<file path="src/hw/dtcr_pkg.sv">
package dtcr_pkg;

  // Special-function addresses of the timer data, control and mode registers
  localparam logic [7:0] ADDR_TIMER_CONTROL  = 8'h88;
  localparam logic [7:0] ADDR_TIMER_MODE     = 8'h89;
  localparam logic [7:0] ADDR_TIMER0_LOW     = 8'h8a;
  localparam logic [7:0] ADDR_TIMER1_LOW     = 8'h8b;
  localparam logic [7:0] ADDR_TIMER0_HIGH    = 8'h8c;
  localparam logic [7:0] ADDR_TIMER1_HIGH    = 8'h8d;

  // Reset values
  localparam logic [7:0] DATA_RESET          = 8'h00;
  localparam logic [1:0] MODE_RESET          = 2'h0;

  // Control register field positions
  localparam int unsigned CTL_T1_FLAG_BIT    = 7;
  localparam int unsigned CTL_T1_RUN_BIT     = 6;
  localparam int unsigned CTL_T0_FLAG_BIT    = 5;
  localparam int unsigned CTL_T0_RUN_BIT     = 4;

  // Mode register field positions (low bit of each two-bit mode field)
  localparam int unsigned MOD_T1_LSB         = 4;
  localparam int unsigned MOD_T0_LSB         = 0;

  // Width of the prescaled low part in the 13-bit mode
  localparam int unsigned PRESCALE_BITS      = 5;
  localparam logic [4:0]  PRESCALE_MAX       = 5'h1f;
  localparam logic [7:0]  BYTE_MAX           = 8'hff;

  // Operating modes of one counter
  typedef enum logic [1:0] {
    DTCR_MODE_13BIT  = 2'h0,
    DTCR_MODE_16BIT  = 2'h1,
    DTCR_MODE_RELOAD = 2'h2,
    DTCR_MODE_SPLIT  = 2'h3
  } dtcr_mode_t;

endpackage : dtcr_pkg

</file>
<file path="src/hw/dtcr_count_step.sv">
// Next-state arithmetic of one timer/counter byte pair
module dtcr_count_step
  import dtcr_pkg::*;
(
  input  wire logic [1:0] mode_i,
  input  wire logic       run_low_i,
  input  wire logic       run_high_i,
  input  wire logic [7:0] low_i,
  input  wire logic [7:0] high_i,
  output logic      [7:0] low_nxt_o,
  output logic      [7:0] high_nxt_o,
  output logic            ovf_low_o,
  output logic            ovf_high_o
);

  wire logic       low_full  = (low_i == BYTE_MAX);
  wire logic       high_full = (high_i == BYTE_MAX);
  wire logic       pre_full  = (low_i[PRESCALE_BITS-1:0] == PRESCALE_MAX);
  wire logic [7:0] low_inc   = low_i + 8'h01;
  wire logic [7:0] high_inc  = high_i + 8'h01;
  wire logic [4:0] pre_inc   = low_i[PRESCALE_BITS-1:0] + 5'h01;

  // Counting per mode; a halted counter keeps its value
  always_comb begin
    low_nxt_o  = low_i;
    high_nxt_o = high_i;
    ovf_low_o  = 1'b0;
    ovf_high_o = 1'b0;
    case (dtcr_mode_t'(mode_i))
      DTCR_MODE_13BIT: begin
        if (run_low_i) begin                                // [RULE5] [RULE6]
          low_nxt_o = {low_i[7:PRESCALE_BITS], pre_inc};
          if (pre_full) begin
            high_nxt_o = high_inc;
            ovf_low_o  = high_full;
          end
        end
      end
      DTCR_MODE_16BIT: begin
        if (run_low_i) begin                                // [RULE5] [RULE6]
          low_nxt_o = low_inc;
          if (low_full) begin
            high_nxt_o = high_inc;
            ovf_low_o  = high_full;
          end
        end
      end
      DTCR_MODE_RELOAD: begin
        if (run_low_i) begin                                // [RULE3] [RULE6]
          low_nxt_o = low_full ? high_i : low_inc;          // [RULE9]
          ovf_low_o = low_full;
        end
      end
      DTCR_MODE_SPLIT: begin
        if (run_low_i) begin                                // [RULE8]
          low_nxt_o = low_inc;
          ovf_low_o = low_full;
        end
        if (run_high_i) begin                               // [RULE8]
          high_nxt_o = high_inc;
          ovf_high_o = high_full;
        end
      end
      default: begin
        low_nxt_o = low_i;
      end
    endcase
  end

endmodule : dtcr_count_step

</file>
<file path="src/hw/dtcr_top.sv">
// What this block does
// RULE1 - Counter 0 is seen by software as a low-byte and a high-byte register.
// RULE2 - Counter 1 is seen by software as a low-byte and a high-byte register.
// RULE3 - In auto-reload mode only the low byte counts, eight bits wide, and the high byte holds the reload value.
// RULE4 - All four data registers clear to zero on power-on and timer reset, and software may read and write them at any time.
// RULE5 - A two-bit mode field picks 13-bit, 16-bit, 8-bit auto-reload or split operation for each counter; split on counter 1 only holds it.
// RULE6 - A counter advances only while its run-control bit is one and holds otherwise.
// RULE7 - Overflow sets the counter's flag, and entry to the matching service routine clears it.
// RULE8 - In split mode counter 0's low byte runs under counter 0's controls, its high byte under counter 1's, and counter 1 is held.
// RULE9 - On auto-reload overflow the low byte is loaded from the high byte, which stays unchanged.
module dtcr_top
  import dtcr_pkg::*;
(
  input  wire logic       sys_clk_i,
  input  wire logic       sys_rst_i,
  input  wire logic       timer_rst_i,
  input  wire logic [7:0] sfr_addr_i,
  input  wire logic       sfr_wr_i,
  input  wire logic [7:0] sfr_wdata_i,
  input  wire logic       sfr_rd_i,
  input  wire logic       timer0_isr_enter_i,
  input  wire logic       timer1_isr_enter_i,
  output logic      [7:0] sfr_rdata_o,
  output logic            timer0_overflow_flag_o,
  output logic            timer1_overflow_flag_o
);

  // Stored state
  logic [7:0] timer0_count_low_r;
  logic [7:0] timer0_count_high_r;
  logic [7:0] timer1_count_low_r;
  logic [7:0] timer1_count_high_r;
  logic       timer0_run_control_r;
  logic       timer1_run_control_r;
  logic       timer0_overflow_flag_r;
  logic       timer1_overflow_flag_r;
  logic [1:0] timer0_mode_r;
  logic [1:0] timer1_mode_r;
  logic [7:0] rdata_r;

  // Next values
  logic [7:0] t0_low_nxt;
  logic [7:0] t0_high_nxt;
  logic [7:0] t1_low_nxt;
  logic [7:0] t1_high_nxt;
  logic       t0_ovf_low;
  logic       t0_ovf_high;
  logic       t1_ovf_low;

  // Either reset source clears all counter, control and mode state; read data clears on system reset only
  wire logic clear_all = sys_rst_i | timer_rst_i;                        // [RULE4]

  // Write strobes per register
  wire logic wr_ctl     = sfr_wr_i & (sfr_addr_i == ADDR_TIMER_CONTROL);
  wire logic wr_mode    = sfr_wr_i & (sfr_addr_i == ADDR_TIMER_MODE);
  wire logic wr_t0_low  = sfr_wr_i & (sfr_addr_i == ADDR_TIMER0_LOW);   // [RULE1]
  wire logic wr_t0_high = sfr_wr_i & (sfr_addr_i == ADDR_TIMER0_HIGH);  // [RULE1]
  wire logic wr_t1_low  = sfr_wr_i & (sfr_addr_i == ADDR_TIMER1_LOW);   // [RULE2]
  wire logic wr_t1_high = sfr_wr_i & (sfr_addr_i == ADDR_TIMER1_HIGH);  // [RULE2]

  // Split mode of counter 0 borrows counter 1's run bit and stops counter 1
  wire logic t0_split   = (timer0_mode_r == DTCR_MODE_SPLIT);
  wire logic t1_split   = (timer1_mode_r == DTCR_MODE_SPLIT);
  wire logic t1_hold    = t0_split | t1_split;                            // [RULE8]
  wire logic t1_run     = timer1_run_control_r & ~t1_hold;                // [RULE6] [RULE8]

  // Counter 0 arithmetic; its high byte follows counter 1's run bit in split mode
  dtcr_count_step u_step0 (
    .mode_i     (timer0_mode_r),
    .run_low_i  (timer0_run_control_r),
    .run_high_i (timer1_run_control_r),
    .low_i      (timer0_count_low_r),
    .high_i     (timer0_count_high_r),
    .low_nxt_o  (t0_low_nxt),
    .high_nxt_o (t0_high_nxt),
    .ovf_low_o  (t0_ovf_low),
    .ovf_high_o (t0_ovf_high)
  );

  // Counter 1 arithmetic; its split branch never counts since it is held then
  dtcr_count_step u_step1 (
    .mode_i     (timer1_mode_r),
    .run_low_i  (t1_run),
    .run_high_i (1'b0),
    .low_i      (timer1_count_low_r),
    .high_i     (timer1_count_high_r),
    .low_nxt_o  (t1_low_nxt),
    .high_nxt_o (t1_high_nxt),
    .ovf_low_o  (t1_ovf_low),
    .ovf_high_o ()
  );

  // Flag events: counter 1's flag is driven by counter 0's high byte in split mode
  wire logic t0_flag_set = t0_ovf_low;                                   // [RULE7]
  wire logic t1_flag_set = t0_split ? t0_ovf_high : t1_ovf_low;          // [RULE7] [RULE8]

  // Software write or service entry clears; a same-cycle overflow still wins
  wire logic t0_flag_keep = wr_ctl ? sfr_wdata_i[CTL_T0_FLAG_BIT]
                                   : (timer0_overflow_flag_r & ~timer0_isr_enter_i);
  wire logic t1_flag_keep = wr_ctl ? sfr_wdata_i[CTL_T1_FLAG_BIT]
                                   : (timer1_overflow_flag_r & ~timer1_isr_enter_i);
  wire logic t0_flag_nxt  = t0_flag_set | t0_flag_keep;                  // [RULE7]
  wire logic t1_flag_nxt  = t1_flag_set | t1_flag_keep;                  // [RULE7]

  // Data bytes: a software write replaces that byte's count this cycle
  wire logic [7:0] t0_low_sel  = wr_t0_low  ? sfr_wdata_i : t0_low_nxt;   // [RULE4]
  wire logic [7:0] t0_high_sel = wr_t0_high ? sfr_wdata_i : t0_high_nxt;  // [RULE4]
  wire logic [7:0] t1_low_sel  = wr_t1_low  ? sfr_wdata_i : t1_low_nxt;   // [RULE4]
  wire logic [7:0] t1_high_sel = wr_t1_high ? sfr_wdata_i : t1_high_nxt;  // [RULE4]

  // Read-back views of control and mode; unimplemented bits read zero
  wire logic [7:0] ctl_view  = {timer1_overflow_flag_r, timer1_run_control_r,
                                timer0_overflow_flag_r, timer0_run_control_r, 4'h0};
  wire logic [7:0] mode_view = {2'h0, timer1_mode_r, 2'h0, timer0_mode_r};

  // Read address decode per register
  wire logic rd_ctl     = (sfr_addr_i == ADDR_TIMER_CONTROL);
  wire logic rd_mode    = (sfr_addr_i == ADDR_TIMER_MODE);
  wire logic rd_t0_low  = (sfr_addr_i == ADDR_TIMER0_LOW);
  wire logic rd_t0_high = (sfr_addr_i == ADDR_TIMER0_HIGH);
  wire logic rd_t1_low  = (sfr_addr_i == ADDR_TIMER1_LOW);
  wire logic rd_t1_high = (sfr_addr_i == ADDR_TIMER1_HIGH);

  // Read data select; unmapped addresses return zero
  wire logic [7:0] rdata_nxt =
      rd_ctl     ? ctl_view            :
      rd_mode    ? mode_view           :
      rd_t0_low  ? timer0_count_low_r  :  // [RULE1]
      rd_t0_high ? timer0_count_high_r :  // [RULE1]
      rd_t1_low  ? timer1_count_low_r  :  // [RULE2]
      rd_t1_high ? timer1_count_high_r :  // [RULE2]
      DATA_RESET;

  // Counter 0 low byte
  always_ff @(posedge sys_clk_i) begin
    if (clear_all) begin                                                 // [RULE4]
      timer0_count_low_r <= DATA_RESET;
    end else begin
      timer0_count_low_r <= t0_low_sel;
    end
  end

  // Counter 0 high byte
  always_ff @(posedge sys_clk_i) begin
    if (clear_all) begin                                                 // [RULE4]
      timer0_count_high_r <= DATA_RESET;
    end else begin
      timer0_count_high_r <= t0_high_sel;
    end
  end

  // Counter 1 low byte
  always_ff @(posedge sys_clk_i) begin
    if (clear_all) begin                                                 // [RULE4]
      timer1_count_low_r <= DATA_RESET;
    end else begin
      timer1_count_low_r <= t1_low_sel;
    end
  end

  // Counter 1 high byte
  always_ff @(posedge sys_clk_i) begin
    if (clear_all) begin                                                 // [RULE4]
      timer1_count_high_r <= DATA_RESET;
    end else begin
      timer1_count_high_r <= t1_high_sel;
    end
  end

  // Run control bits, changed only by a control write
  always_ff @(posedge sys_clk_i) begin
    if (clear_all) begin
      timer0_run_control_r <= 1'b0;
      timer1_run_control_r <= 1'b0;
    end else if (wr_ctl) begin                                           // [RULE6]
      timer0_run_control_r <= sfr_wdata_i[CTL_T0_RUN_BIT];
      timer1_run_control_r <= sfr_wdata_i[CTL_T1_RUN_BIT];
    end
  end

  // Overflow flags
  always_ff @(posedge sys_clk_i) begin
    if (clear_all) begin
      timer0_overflow_flag_r <= 1'b0;
      timer1_overflow_flag_r <= 1'b0;
    end else begin
      timer0_overflow_flag_r <= t0_flag_nxt;
      timer1_overflow_flag_r <= t1_flag_nxt;
    end
  end

  // Counter 0 mode field
  always_ff @(posedge sys_clk_i) begin
    if (clear_all) begin
      timer0_mode_r <= MODE_RESET;
    end else if (wr_mode) begin                                          // [RULE5]
      timer0_mode_r <= sfr_wdata_i[MOD_T0_LSB +: 2];
    end
  end

  // Counter 1 mode field
  always_ff @(posedge sys_clk_i) begin
    if (clear_all) begin
      timer1_mode_r <= MODE_RESET;
    end else if (wr_mode) begin                                          // [RULE5]
      timer1_mode_r <= sfr_wdata_i[MOD_T1_LSB +: 2];
    end
  end

  // Registered read data, updated on each read strobe
  always_ff @(posedge sys_clk_i) begin
    if (sys_rst_i) begin
      rdata_r <= DATA_RESET;
    end else if (sfr_rd_i) begin
      rdata_r <= rdata_nxt;
    end
  end

  assign sfr_rdata_o            = rdata_r;
  assign timer0_overflow_flag_o = timer0_overflow_flag_r;
  assign timer1_overflow_flag_o = timer1_overflow_flag_r;

endmodule : dtcr_top

</file>
<file path="config.mk">
export PLATFORM = sky130hd
export DESIGN_NAME = dtcr_top
export DESIGN_NICKNAME = d
export VERILOG_FILES = /design/src/hw/dtcr_pkg.sv /design/src/hw/dtcr_count_step.sv /design/src/hw/dtcr_top.sv
export SDC_FILE = /design/constraint.sdc
export NUM_CORES = 1
export LEC_CHECK = 0
export ABC_AREA = 1
export BUFFER_PORTS_ARGS = -buffer_cell sky130_fd_sc_hd__buf_4
export CAP_MARGIN = 20
export CORE_ASPECT_RATIO = 1.1
export CORE_UTILIZATION = 30
export DETAILED_ROUTE_END_ITERATION = 7
export GPL_ROUTABILITY_DRIVEN = 1
export GPL_TIMING_DRIVEN = 1
export HOLD_SLACK_MARGIN = 0.05
export PLACE_DENSITY = 0.52
export SYNTH_ARGS = -nofsm -noshare
export SYNTH_HDL_FRONTEND = slang
export SYNTH_SLANG_ARGS = --single-unit
export TNS_END_PERCENT = 20
</file>
<file path="constraint.sdc">
create_clock -name sys_clk_i -period 1.4 [get_ports sys_clk_i]
set_input_delay 0.07 -clock sys_clk_i [delete_from_list [all_inputs] [get_ports sys_clk_i]]
set_output_delay 0.07 -clock sys_clk_i [all_outputs]
set_load 0.01 [all_outputs]
</file>
== After elaboration in Yosys (flattened, before gate mapping) ==
Index checks and enable logic that the tools add are counted.

* Output and inout port bits: 10
* Flip-flop bits (word level): 48
* Input port bits: 23
* Logic and storage cells: 131

* Bitwise operators: 16
* $add $sub $neg: 6
* Reductions and logical operators: 14
* Equal/unequal tests: 35
* Muxes and demuxes: 47

{| class="wikitable"
|+ Operators by type and width
! kind !! number
|-
| 8-bit two-way mux || 25
|-
| 8-bit equality test (second input constant) || 10
|-
| 8-bit one-hot mux with 3 select lines || 3
|-
| 8-bit by 1-bit adder with 8-bit output (second input constant) || 4
|-
| 3-bit != test (second input constant) || 9
|-
| 8-bit one-hot mux with 2 select lines || 1
|-
| 1-bit two-way mux || 14
|-
| 3-bit by 2-bit != test with 1-bit output (second input constant) || 4
|-
| 3-bit AND reduction || 4
|-
| 5-bit by 1-bit adder with 5-bit output (second input constant) || 2
|-
| 5-bit equality test (second input constant) || 2
|-
| 5-bit two-way mux || 2
|-
| 1-bit AND || 9
|-
| 2-bit equality test (second input constant) || 4
|-
| 2-bit OR reduction || 4
|-
| 3-bit by 1-bit != test with 1-bit output (second input constant) || 2
|-
| 1-bit one-hot mux with 3 select lines || 2
|-
| 6-bit AND reduction || 1
|-
| 5-bit AND reduction || 1
|-
| 2-bit by 1-bit equality test with 1-bit output (second input constant) || 2
|-
| 2-bit logical NOT || 2
|-
| 2-bit != test (second input constant) || 2
|-
| 1-bit OR || 4
|-
| 4-bit nonzero test || 1
|-
| other kinds (2) || 4
|}

== Logic depth before layout (Yosys ltp) ==
Gate-level depths: netlist of the first run.

* Word-level depth: 8
* Gate-level depth with buffers: 11
* Depth with buffers taken out: 11

== Hierarchy ==
From an unflattened synthesis of the first run, not the netlist that was laid out.

* Cells, all modules: 757
* Area, all modules: 4416.7 µm²

{| class="wikitable"
|+ By module, submodules not included
! module !! area an instance (µm²) !! instances !! cells each !! seq. area each (µm²)
|-
| dtcr_top || 2342.2 || 1 || 337 || 960.9
|-
| dtcr_count_step || 1037.2 || 2 || 210 || 0.0
|}

== Worst setup path after synthesis of the first run ==
Ideal clock, no wire load.

* Path kind: reg2reg
* Start: register timer0_count_low_r[0]
* End: register timer0_count_high_r[7]
* Path buffers: 0
* Setup slack: -0.092 ns
* Clock period less this slack: 1.492 ns
* Data arrival time: 1.378 ns
* Cell stages (with the launch flop): 11
* Required time: 1.285 ns
* Cell sequence: dfxtp_1 ha_1 inv_1 nor2_4 inv_2 o21ai_2 nand3_4 nand2_4 inv_2 a21oi_2 nor2_1

* Word-level cells in the longest chain between the ends: 3
* Elaborated cells on any way between the ends: 5
* Classes of those cells: eq/ne: 4; reduce/logical: 1

{| class="wikitable"
|+ RTL lines
! what !! line !! RTL
|-
| start: declaration || dtcr_top.sv:29 || <nowiki>logic [7:0] timer0_count_low_r;</nowiki>
|-
| start signal: assignment || dtcr_top.sv:139 || <nowiki>timer0_count_low_r <= t0_low_sel;</nowiki>
|-
| 8-bit equality test / 5-bit equality test (equally long branches) || dtcr_count_step.sv:16, dtcr_count_step.sv:18 ||
|-
| 3-bit by 2-bit != test with 1-bit output (no source line) || n/a ||
|-
| 6-bit AND reduction (no source line) * || n/a ||
|-
| end signal: assignment || dtcr_top.sv:148 || <nowiki>timer0_count_high_r <= t0_high_sel;</nowiki>
|-
| end: declaration || dtcr_top.sv:30 || <nowiki>logic [7:0] timer0_count_high_r;</nowiki>
|}

Every way passes the cells marked *; elsewhere a longest branch is shown, timed or not.
A chain may end at the register's enable or synchronous reset.

== Worst setup path after layout of the first run ==
* Start: register timer1_count_high_r[0]
* End: register timer1_count_high_r[4]

* Word-level cells in the longest chain between the ends: 5
* Elaborated cells on any way between the ends: 7
* Classes of those cells: add/sub: 1; mux: 6

{| class="wikitable"
|+ RTL lines
! what !! line !! RTL
|-
| start: declaration || dtcr_top.sv:32 || <nowiki>logic [7:0] timer1_count_high_r;</nowiki>
|-
| start signal: assignment || dtcr_top.sv:166 || <nowiki>timer1_count_high_r <= t1_high_sel;</nowiki>
|-
| 8-bit by 1-bit adder with 8-bit output * || dtcr_count_step.sv:20 || <nowiki>wire logic [7:0] high_inc = high_i + 8'h01;</nowiki>
|-
| 8-bit two-way mux, on equally long branches || dtcr_count_step.sv:42, dtcr_count_step.sv:33 ||
|-
| 8-bit two-way mux, on equally long branches || dtcr_count_step.sv:40, dtcr_count_step.sv:31 ||
|-
| 8-bit one-hot mux with 2 select lines * || dtcr_count_step.sv:29 || <nowiki>case (dtcr_mode_t'(mode_i))</nowiki>
|-
| 8-bit two-way mux * || dtcr_top.sv:109 || <nowiki>wire logic [7:0] t1_high_sel = wr_t1_high ? sfr_wdata_i : t1_high_nxt;</nowiki>
|}

Every way passes the cells marked *; elsewhere a longest branch is shown, timed or not. The select of a mux whose other input is x is not followed.

==> results of run 1 <==
## metal layers
layer	part of all wire	vias to the layer above
met5	0	-
met4	0.018	0
met3	0.031	19
met2	0.50	87
met1	0.45	1915
li1	-	2146
## critical path, delay by kind of cell (launching register included)
kind	cells	cell delay [ps]
simple gates	3	270
buf+inv	1	170
compound gates	2	300
flops	1	370
fa+ha+maj	1	200
xor+xnor	1	130
## cell families after synthesis
kind of cell / synth area share
and+or+nand+nor: 0.4070
AOI/OAI and AO/OA: 0.1714
buffers and inverters: 0.1139
DFF: 0.2611
xor gates and xnor gates: 0.02618
adders and majority gates: 0.02040
## sequential cells by signal, indices dropped and copies added (netlist names), 2 cells and up
| register | flops |
|---|---|
| timer1_mode_r | 2 |
| sfr_rdata_o | 8 |
| timer0_count_low_r | 8 |
| timer0_count_high_r | 8 |
| timer1_count_low_r | 8 |
| timer0_mode_r | 2 |
| timer1_count_high_r | 8 |
## worst paths after layout
| path | slack [ps] | to |
|---|---|---|
| max | -110 | timer1_count_high_r[4]$_SDFFE_PP0P_ |
| min reg2reg | 470 | sfr_rdata_o[3]$_SDFFE_PP0P_ |
| min | 70 | timer0_overflow_flag_o$_SDFF_PP0_ |
| max reg2reg | -110 | timer1_count_high_r[4]$_SDFFE_PP0P_ |
## per-stage QoR
| stage | setup WS [ps] | power, uW | area, um^2 | TNS, ps |
|---|---|---|---|---|
| 6_report | -110.5 | 2869 | 4991 | -847.8 |
| 5_1_grt | -183.9 | 2969 | 4991 | -3579 |
| 3_5_place_dp | -163.7 | 1630 | 4662 | -1705 |
| 2_1_floorplan | -8.358 | 1501 | 3715 | -14.06 |
| 3_3_place_gp | -96.10 | 1630 | 4662 | -1056 |
| 4_1_cts | -69.28 | 2892 | 4942 | -609.7 |
## Yosys cell counts, drive strengths merged
cell | count | share of area
o2111ai | 1 | 0.0024
nand4 | 14 | 0.024
xnor2 | 4 | 0.0095
clkbuf | 4 | 0.0041
nor3b | 1 | 0.0020
nor2 | 81 | 0.098
xor2 | 7 | 0.017
inv | 82 | 0.084
nand2 | 141 | 0.15
dfxtp | 48 | 0.26
a21oi | 42 | 0.064
o31ai | 1 | 0.0020
ha | 6 | 0.020
nand3b | 1 | 0.0020
o21ai | 61 | 0.085
nor3 | 4 | 0.011
buf | 11 | 0.024
clkinv | 2 | 0.0020
nand3 | 72 | 0.12
o22ai | 7 | 0.012
a31oi | 1 | 0.0017
o21bai | 1 | 0.0020
o211ai | 1 | 0.0020
## area by class of cell
cell class | count | share of cell area
flip-flops and latches | 48 | 0.1960
multi-input cells | 446 | 0.4921
inverters | 84 | 0.06418
clock inverters | 2 | 0.002006
well taps | 154 | 0.03861
clock buffers | 6 | 0.02783
repair buffers | 114 | 0.1792
## power groups by stage
stage	clock network, uW	logic [uW]	registers (uW)
after floorplan	0	100	1400
after CTS	1290	235	1370
final	1270	237	1360
after global routing	1350	255	1360
after detailed placement	0	231	1400
after global placement	0	231	1400
## timing repair
item / 4_1_cts / 5_1_grt
pin swaps: 15 / 15
hold endpoints to repair: 6 / 0
resized for setup: 26 / 21
endpoints found under the setup margin: 30 / 34
buffers inserted: 2 / 0
hold buffers: 1 / 0
==> flow_metrics.py, run 1 <==
metrics = {
    "setup_path": {
        "cp.required_ps": 1630,
        "start_kind": "flip-flop",
        "r2r_start": "timer1_count_high_r[0]$_SDFFE_PP0P_",
        "crit_slowest_cell": "dfxtp_1",
        "path_class": "reg2reg",
        "crit_chain": "ha_1 > nand3_1 > buf_4 > xnor2_1 > nand2_1 > o21ai_0 > nand2_4 > a21oi_2",
        "end_kind": "flip-flop",
        "cp.arrival_ps": 1740,
        "path_max_fanout": 3,
        "crit_path_start": "timer1_count_high_r[0]$_SDFFE_PP0P_",
        "max_stage_delay_ps": 370,
        "reg2regPathDepth": 8,
    },
    "outcome": {
        "outcome": "finished with violations",
        "failed_checks": "setup timing",
    },
    "sta": {
        "drv_slew": 0,
        "fin_crit_sh": 1.079,
        "rsz0062_at_grt": "true",
        "post-route-min-period_ps": 1510,
        "worst_pin_slew_ps": 346.4,
        "fin_skew_ps": 3.601,
        "finalSetupViolCount": 15,
        "clock.fmax_mhz": 662.0,
        "maxSlewHeadroom": 0.7666,
        "hold_viol_final": 0,
        "finalWorstSetupSlack_ps": -110.5,
        "hold_ws_ps": 66.01,
    },
    "finish": {
        "regArea_um2": 978.4,
        "final_cell_mix": "nand2_1 (126), buf_4 (108), inv_1 (69)",
        "fill_cells": 1305,
        "multi_input_area_um2": 2456,
        "drive_above_1_share": 0.2914,
        "nNetsFinal": 728,
        "final_common_cell": "nand2_1",
        "fin_cells": 854,
        "syn_to_final_growth_pct": 35.63,
        "fin_util": 0.4166,
        "diodes": 0,
    },
    "logic_synthesis": {
        "ys_seq_area_frac": 0.2611,
        "syn_inst": 593,
        "postSynthAreaPerCell_um2": 6.205,
        "synth_nets": 622,
        "synthesis.area_um2": 3680,
        "ys_types": 37,
        "ys_seq_elements": 48,
        "synth_warnings": 0,
    },
    "clock_network": {
        "clk-insertion-delay-late_ps": 290,
        "clkSlewWorstSetupHoldPaths_ps": 70,
        "numCtsBuffers": 5,
        "cts-htree-levels": 2,
        "cts_buffer_depth": 2,
        "root_buffer": "clkbuf_16",
        "cts.sinks": 48,
        "cts_tree": "built",
    },
    "grt": {
        "antenna_found_initial": 0,
        "grt_max_degree": 20,
        "use_met2": 0.3698,
        "grt_busiest_layer": "met2",
        "met1_usage": 0.2672,
        "met3_usage": 0.02537,
        "grt_pass1_vias": 4053,
        "track_usage": 0.2095,
        "grt_pass1_wl_mm": 20.66,
        "gr-total-overflow": 0,
    },
    "power": {
        "p_leak_uw": 0.002128,
        "p_comb_frac": 0.083,
        "vdd_drop_max_mv": 0.3563,
        "p_per_area_nw_per_um2": 574.8,
        "p_int_uw": 2158,
        "pwr-share-seq": 0.475,
        "swShare": 0.2477,
        "p_switching_uw": 710.6,
        "pwr-share-clk": 0.443,
    },
    "place": {
        "port_buffers": 32,
        "placedCellCount": 843,
        "place.gp.congestion": 0.9275,
        "place_hpwl_mm": 10.30,
    },
    "die": {
        "die_h_um": 118.2,
        "dieWidth_um": 107.6,
        "dieArea_um2": 12710,
        "coreArea_um2": 11980,
        "start_util": 0.3071,
        "boundaryPins": 33,
        "row_count": 42,
    },
    "flow_run": {
        "cap_violations": 0,
    },
    "worst_hold_path": {
        "hp-class": "in2reg",
        "hp-start": "timer0_isr_enter_i",
        "min_path_cells": 4,
    },
    "route": {
        "drt_iter0_drc": 156,
        "routed_wl_mm": 12.83,
        "drtPass1Iterations": 4,
        "vias": 4167,
        "drc": 0,
        "ant_nets": 0,
        "via_per_inst": 4.879,
        "wl_per_cell_um": 15.02,
    },
}
(Power assumes the default switching activity.)
==> run 2: changes to the inputs <==
- CORE_ASPECT_RATIO: 1.1 -> 2
==> run 2 against run 1 <==
  * The run still ends with setup timing left
  * Clock power rose by 11%
  * Routed wire length increased by 7.9%
  * Fmax is 2.9% higher
  * Largest cell class unchanged
  * Largest power group is now clock
==> flow_metrics.py, run 2 (same netlist as run 1, synthesis figures left out) <==
metrics = {
    "sta": {
        "finalWorstSetupSlack_ps": -67.83,
        "rsz0062_at_grt": "true",
        "hold_viol_final": 0,
        "fin_skew_ps": 8.638,
        "finalSetupViolCount": 24,
        "post-route-min-period_ps": 1468,
        "drv_slew": 0,
        "maxSlewHeadroom": 0.7044,
        "clock.fmax_mhz": 681.3,
        "hold_ws_ps": 66.31,
        "fin_crit_sh": 1.048,
        "worst_pin_slew_ps": 438.7,
    },
    "setup_path": {
        "crit_chain": "ha_2 > inv_2 > nor2_4 > buf_6 > buf_4 > nand2_1 > nand2_1 > nand2_1 > nand2_1 > nand2_1 > nand2_1 > a21oi_2",
        "path_max_fanout": 3,
        "start_kind": "flip-flop",
        "r2r_start": "timer1_count_low_r[1]$_SDFFE_PP0P_",
        "reg2regPathDepth": 12,
        "critPathMostFrequentCell": "nand2_1",
        "cp.required_ps": 1590,
        "end_kind": "flip-flop",
        "regToRegSetupSlack_ps": -70,
        "crit_slowest_cell": "dfxtp_4",
        "path_class": "reg2reg",
        "r2r_end": "timer1_count_low_r[7]$_SDFFE_PP0P_",
        "max_stage_delay_ps": 380,
        "cp.arrival_ps": 1650,
        "crit_path_start": "timer1_count_low_r[1]$_SDFFE_PP0P_",
    },
    "flow_run": {
        "cap_violations": 0,
    },
    "grt": {
        "track_usage": 0.2285,
        "grt_pass1_wl_mm": 21.41,
        "grt_max_degree": 19,
        "antenna_found_initial": 0,
        "grt_pass1_vias": 4233,
        "gr-total-overflow": 0,
    },
    "clock_network": {
        "root_buffer": "clkbuf_16",
        "clk-insertion-delay-late_ps": 310,
        "numCtsBuffers": 5,
        "clkSlewWorstSetupHoldPaths_ps": 80,
        "cts.sinks": 48,
        "cts_tree": "built",
        "cts-htree-levels": 2,
        "cts_buffer_depth": 2,
    },
    "route": {
        "drc": 0,
        "ant_nets": 0,
        "drtPass1Iterations": 4,
        "via_per_inst": 4.970,
        "drt_iter0_drc": 233,
        "vias": 4284,
        "wl_per_cell_um": 16.07,
        "routed_wl_mm": 13.85,
    },
    "finish": {
        "finalInstanceArea_um2": 5209,
        "diodes": 0,
        "final_common_cell": "buf_4",
        "drive_above_1_share": 0.3305,
        "nNetsFinal": 745,
        "syn_to_final_growth_pct": 41.55,
        "multi_input_area_um2": 2539,
        "regArea_um2": 983.4,
        "fill_cells": 1246,
        "fin_cells": 862,
        "final_cell_mix": "buf_4 (123), nand2_1 (120), inv_1 (67)",
    },
    "place": {
        "placed_cell_area_um2": 4738,
        "placedCellCount": 844,
        "place_hpwl_mm": 11.34,
        "place.gp.congestion": 0.9327,
        "dp_slack_ps": -114.6,
        "port_buffers": 32,
    },
    "outcome": {
        "failed_checks": "setup timing",
        "outcome": "finished with violations",
    },
    "power": {
        "pwr-share-clk": 0.469,
        "p_leak_uw": 0.002232,
        "vdd_drop_max_mv": 0.5700,
        "p_switching_uw": 771.3,
        "p_per_area_nw_per_um2": 576.1,
        "power_uw": 3001,
        "p_int_uw": 2229,
        "p_comb_frac": 0.078,
        "swShare": 0.2570,
        "pwr-share-seq": 0.454,
    },
    "worst_hold_path": {
        "hp-start": "timer0_isr_enter_i",
        "min_to": "timer0_overflow_flag_o$_SDFF_PP0_",
        "hp-class": "in2reg",
        "min_path_cells": 4,
    },
    "die": {
        "dieWidth_um": 80.32,
        "die_h_um": 158.6,
        "start_util": 0.3108,
        "row_count": 56,
        "dieArea_um2": 12740,
        "coreArea_um2": 11840,
        "boundaryPins": 33,
    },
}
[run 2: cell types whose count changed in the layout (fill, tap and decap cells not counted), sizes merged]
cell      before  now
buf          113  128
clkinv         3    1
nand3         72   74
clkinvlp       0    1
inv           83   84
[run 2: cell type report]
| type | instances | share of cell area |
|---|---|---|
| Timing Repair Buffer | 129 | 0.1951 |
| Multi-Input combinational cell | 448 | 0.4874 |
| Clock inverter | 2 | 0.003123 |
| Sequential cell | 48 | 0.1888 |
| Clock buffer | 6 | 0.02883 |
| Tap cell | 145 | 0.03483 |
| Inverter | 84 | 0.06197 |
[run 2: routing by layer]
layer / track usage / share of wire / vias to the layer above / wire (um)
met4: 0.1641 / 0.067 / 0 / 932
met3: 0.02579 / 0.021 / 47 / 294
met1: 0.2046 / 0.34 / 1970 / 4647
li1: - / - / 2184 / -
met5: 0 / 0 / - / 0
met2: 0.4526 / 0.58 / 83 / 7974
[run 2: worst max-delay path by stage]
| stage | endpoint | cells past startpoint |
|---|---|---|
| finish | timer1_count_low_r[7]$_SDFFE_PP0P_ | 12 |
| global route | timer1_overflow_flag_o$_SDFF_PP0_ | 10 |
| CTS | timer0_count_high_r[7]$_SDFFE_PP0P_ | 10 |
| detailed placement | timer0_count_high_r[7]$_SDFFE_PP0P_ | 10 |
| global placement | timer0_count_high_r[7]$_SDFFE_PP0P_ | 10 |
| floorplan | timer1_count_high_r[6]$_SDFFE_PP0P_ | 9 |
[run 2: critical path, delay by kind of cell, from the launching register on]
| family | cells | cell delay (ps) |
|---|---|---|
| compound gates | 1 | 60 |
| fa+ha+maj | 1 | 170 |
| buf+inv | 3 | 260 |
| flops | 1 | 380 |
| simple gates | 7 | 500 |
[run 2: what timing repair did]
action                                 4_1_cts  5_1_grt
pin swaps                                   16       19
gates resized for setup                     33       39
gates cloned                                 1        1
hold buffers                                 1        0
setup endpoints to repair                   31       34
endpoints found under the hold margin        6        0
buffers inserted                             4        3
[run 2: power groups by stage]
stage / Clock (uW) / Combinational, uW / Sequential (uW)
floorplan: 0 / 100 / 1400
global placement: 0 / 229 / 1400
detailed placement: 0 / 229 / 1400
CTS: 1440 / 233 / 1370
global route: 1490 / 253 / 1360
finish: 1410 / 233 / 1360
[run 2: through the flow]
| stage | setup TNS, ps | utilization |
|---|---|---|
| finish | -719.5 | 0.4399 |
| global route | -3598 | 0.4399 |
| CTS | -846.7 | 0.4274 |
| detailed placement | -2057 | 0.4001 |
| global placement | -1662 | 0.4001 |
| floorplan | -14.06 | - |
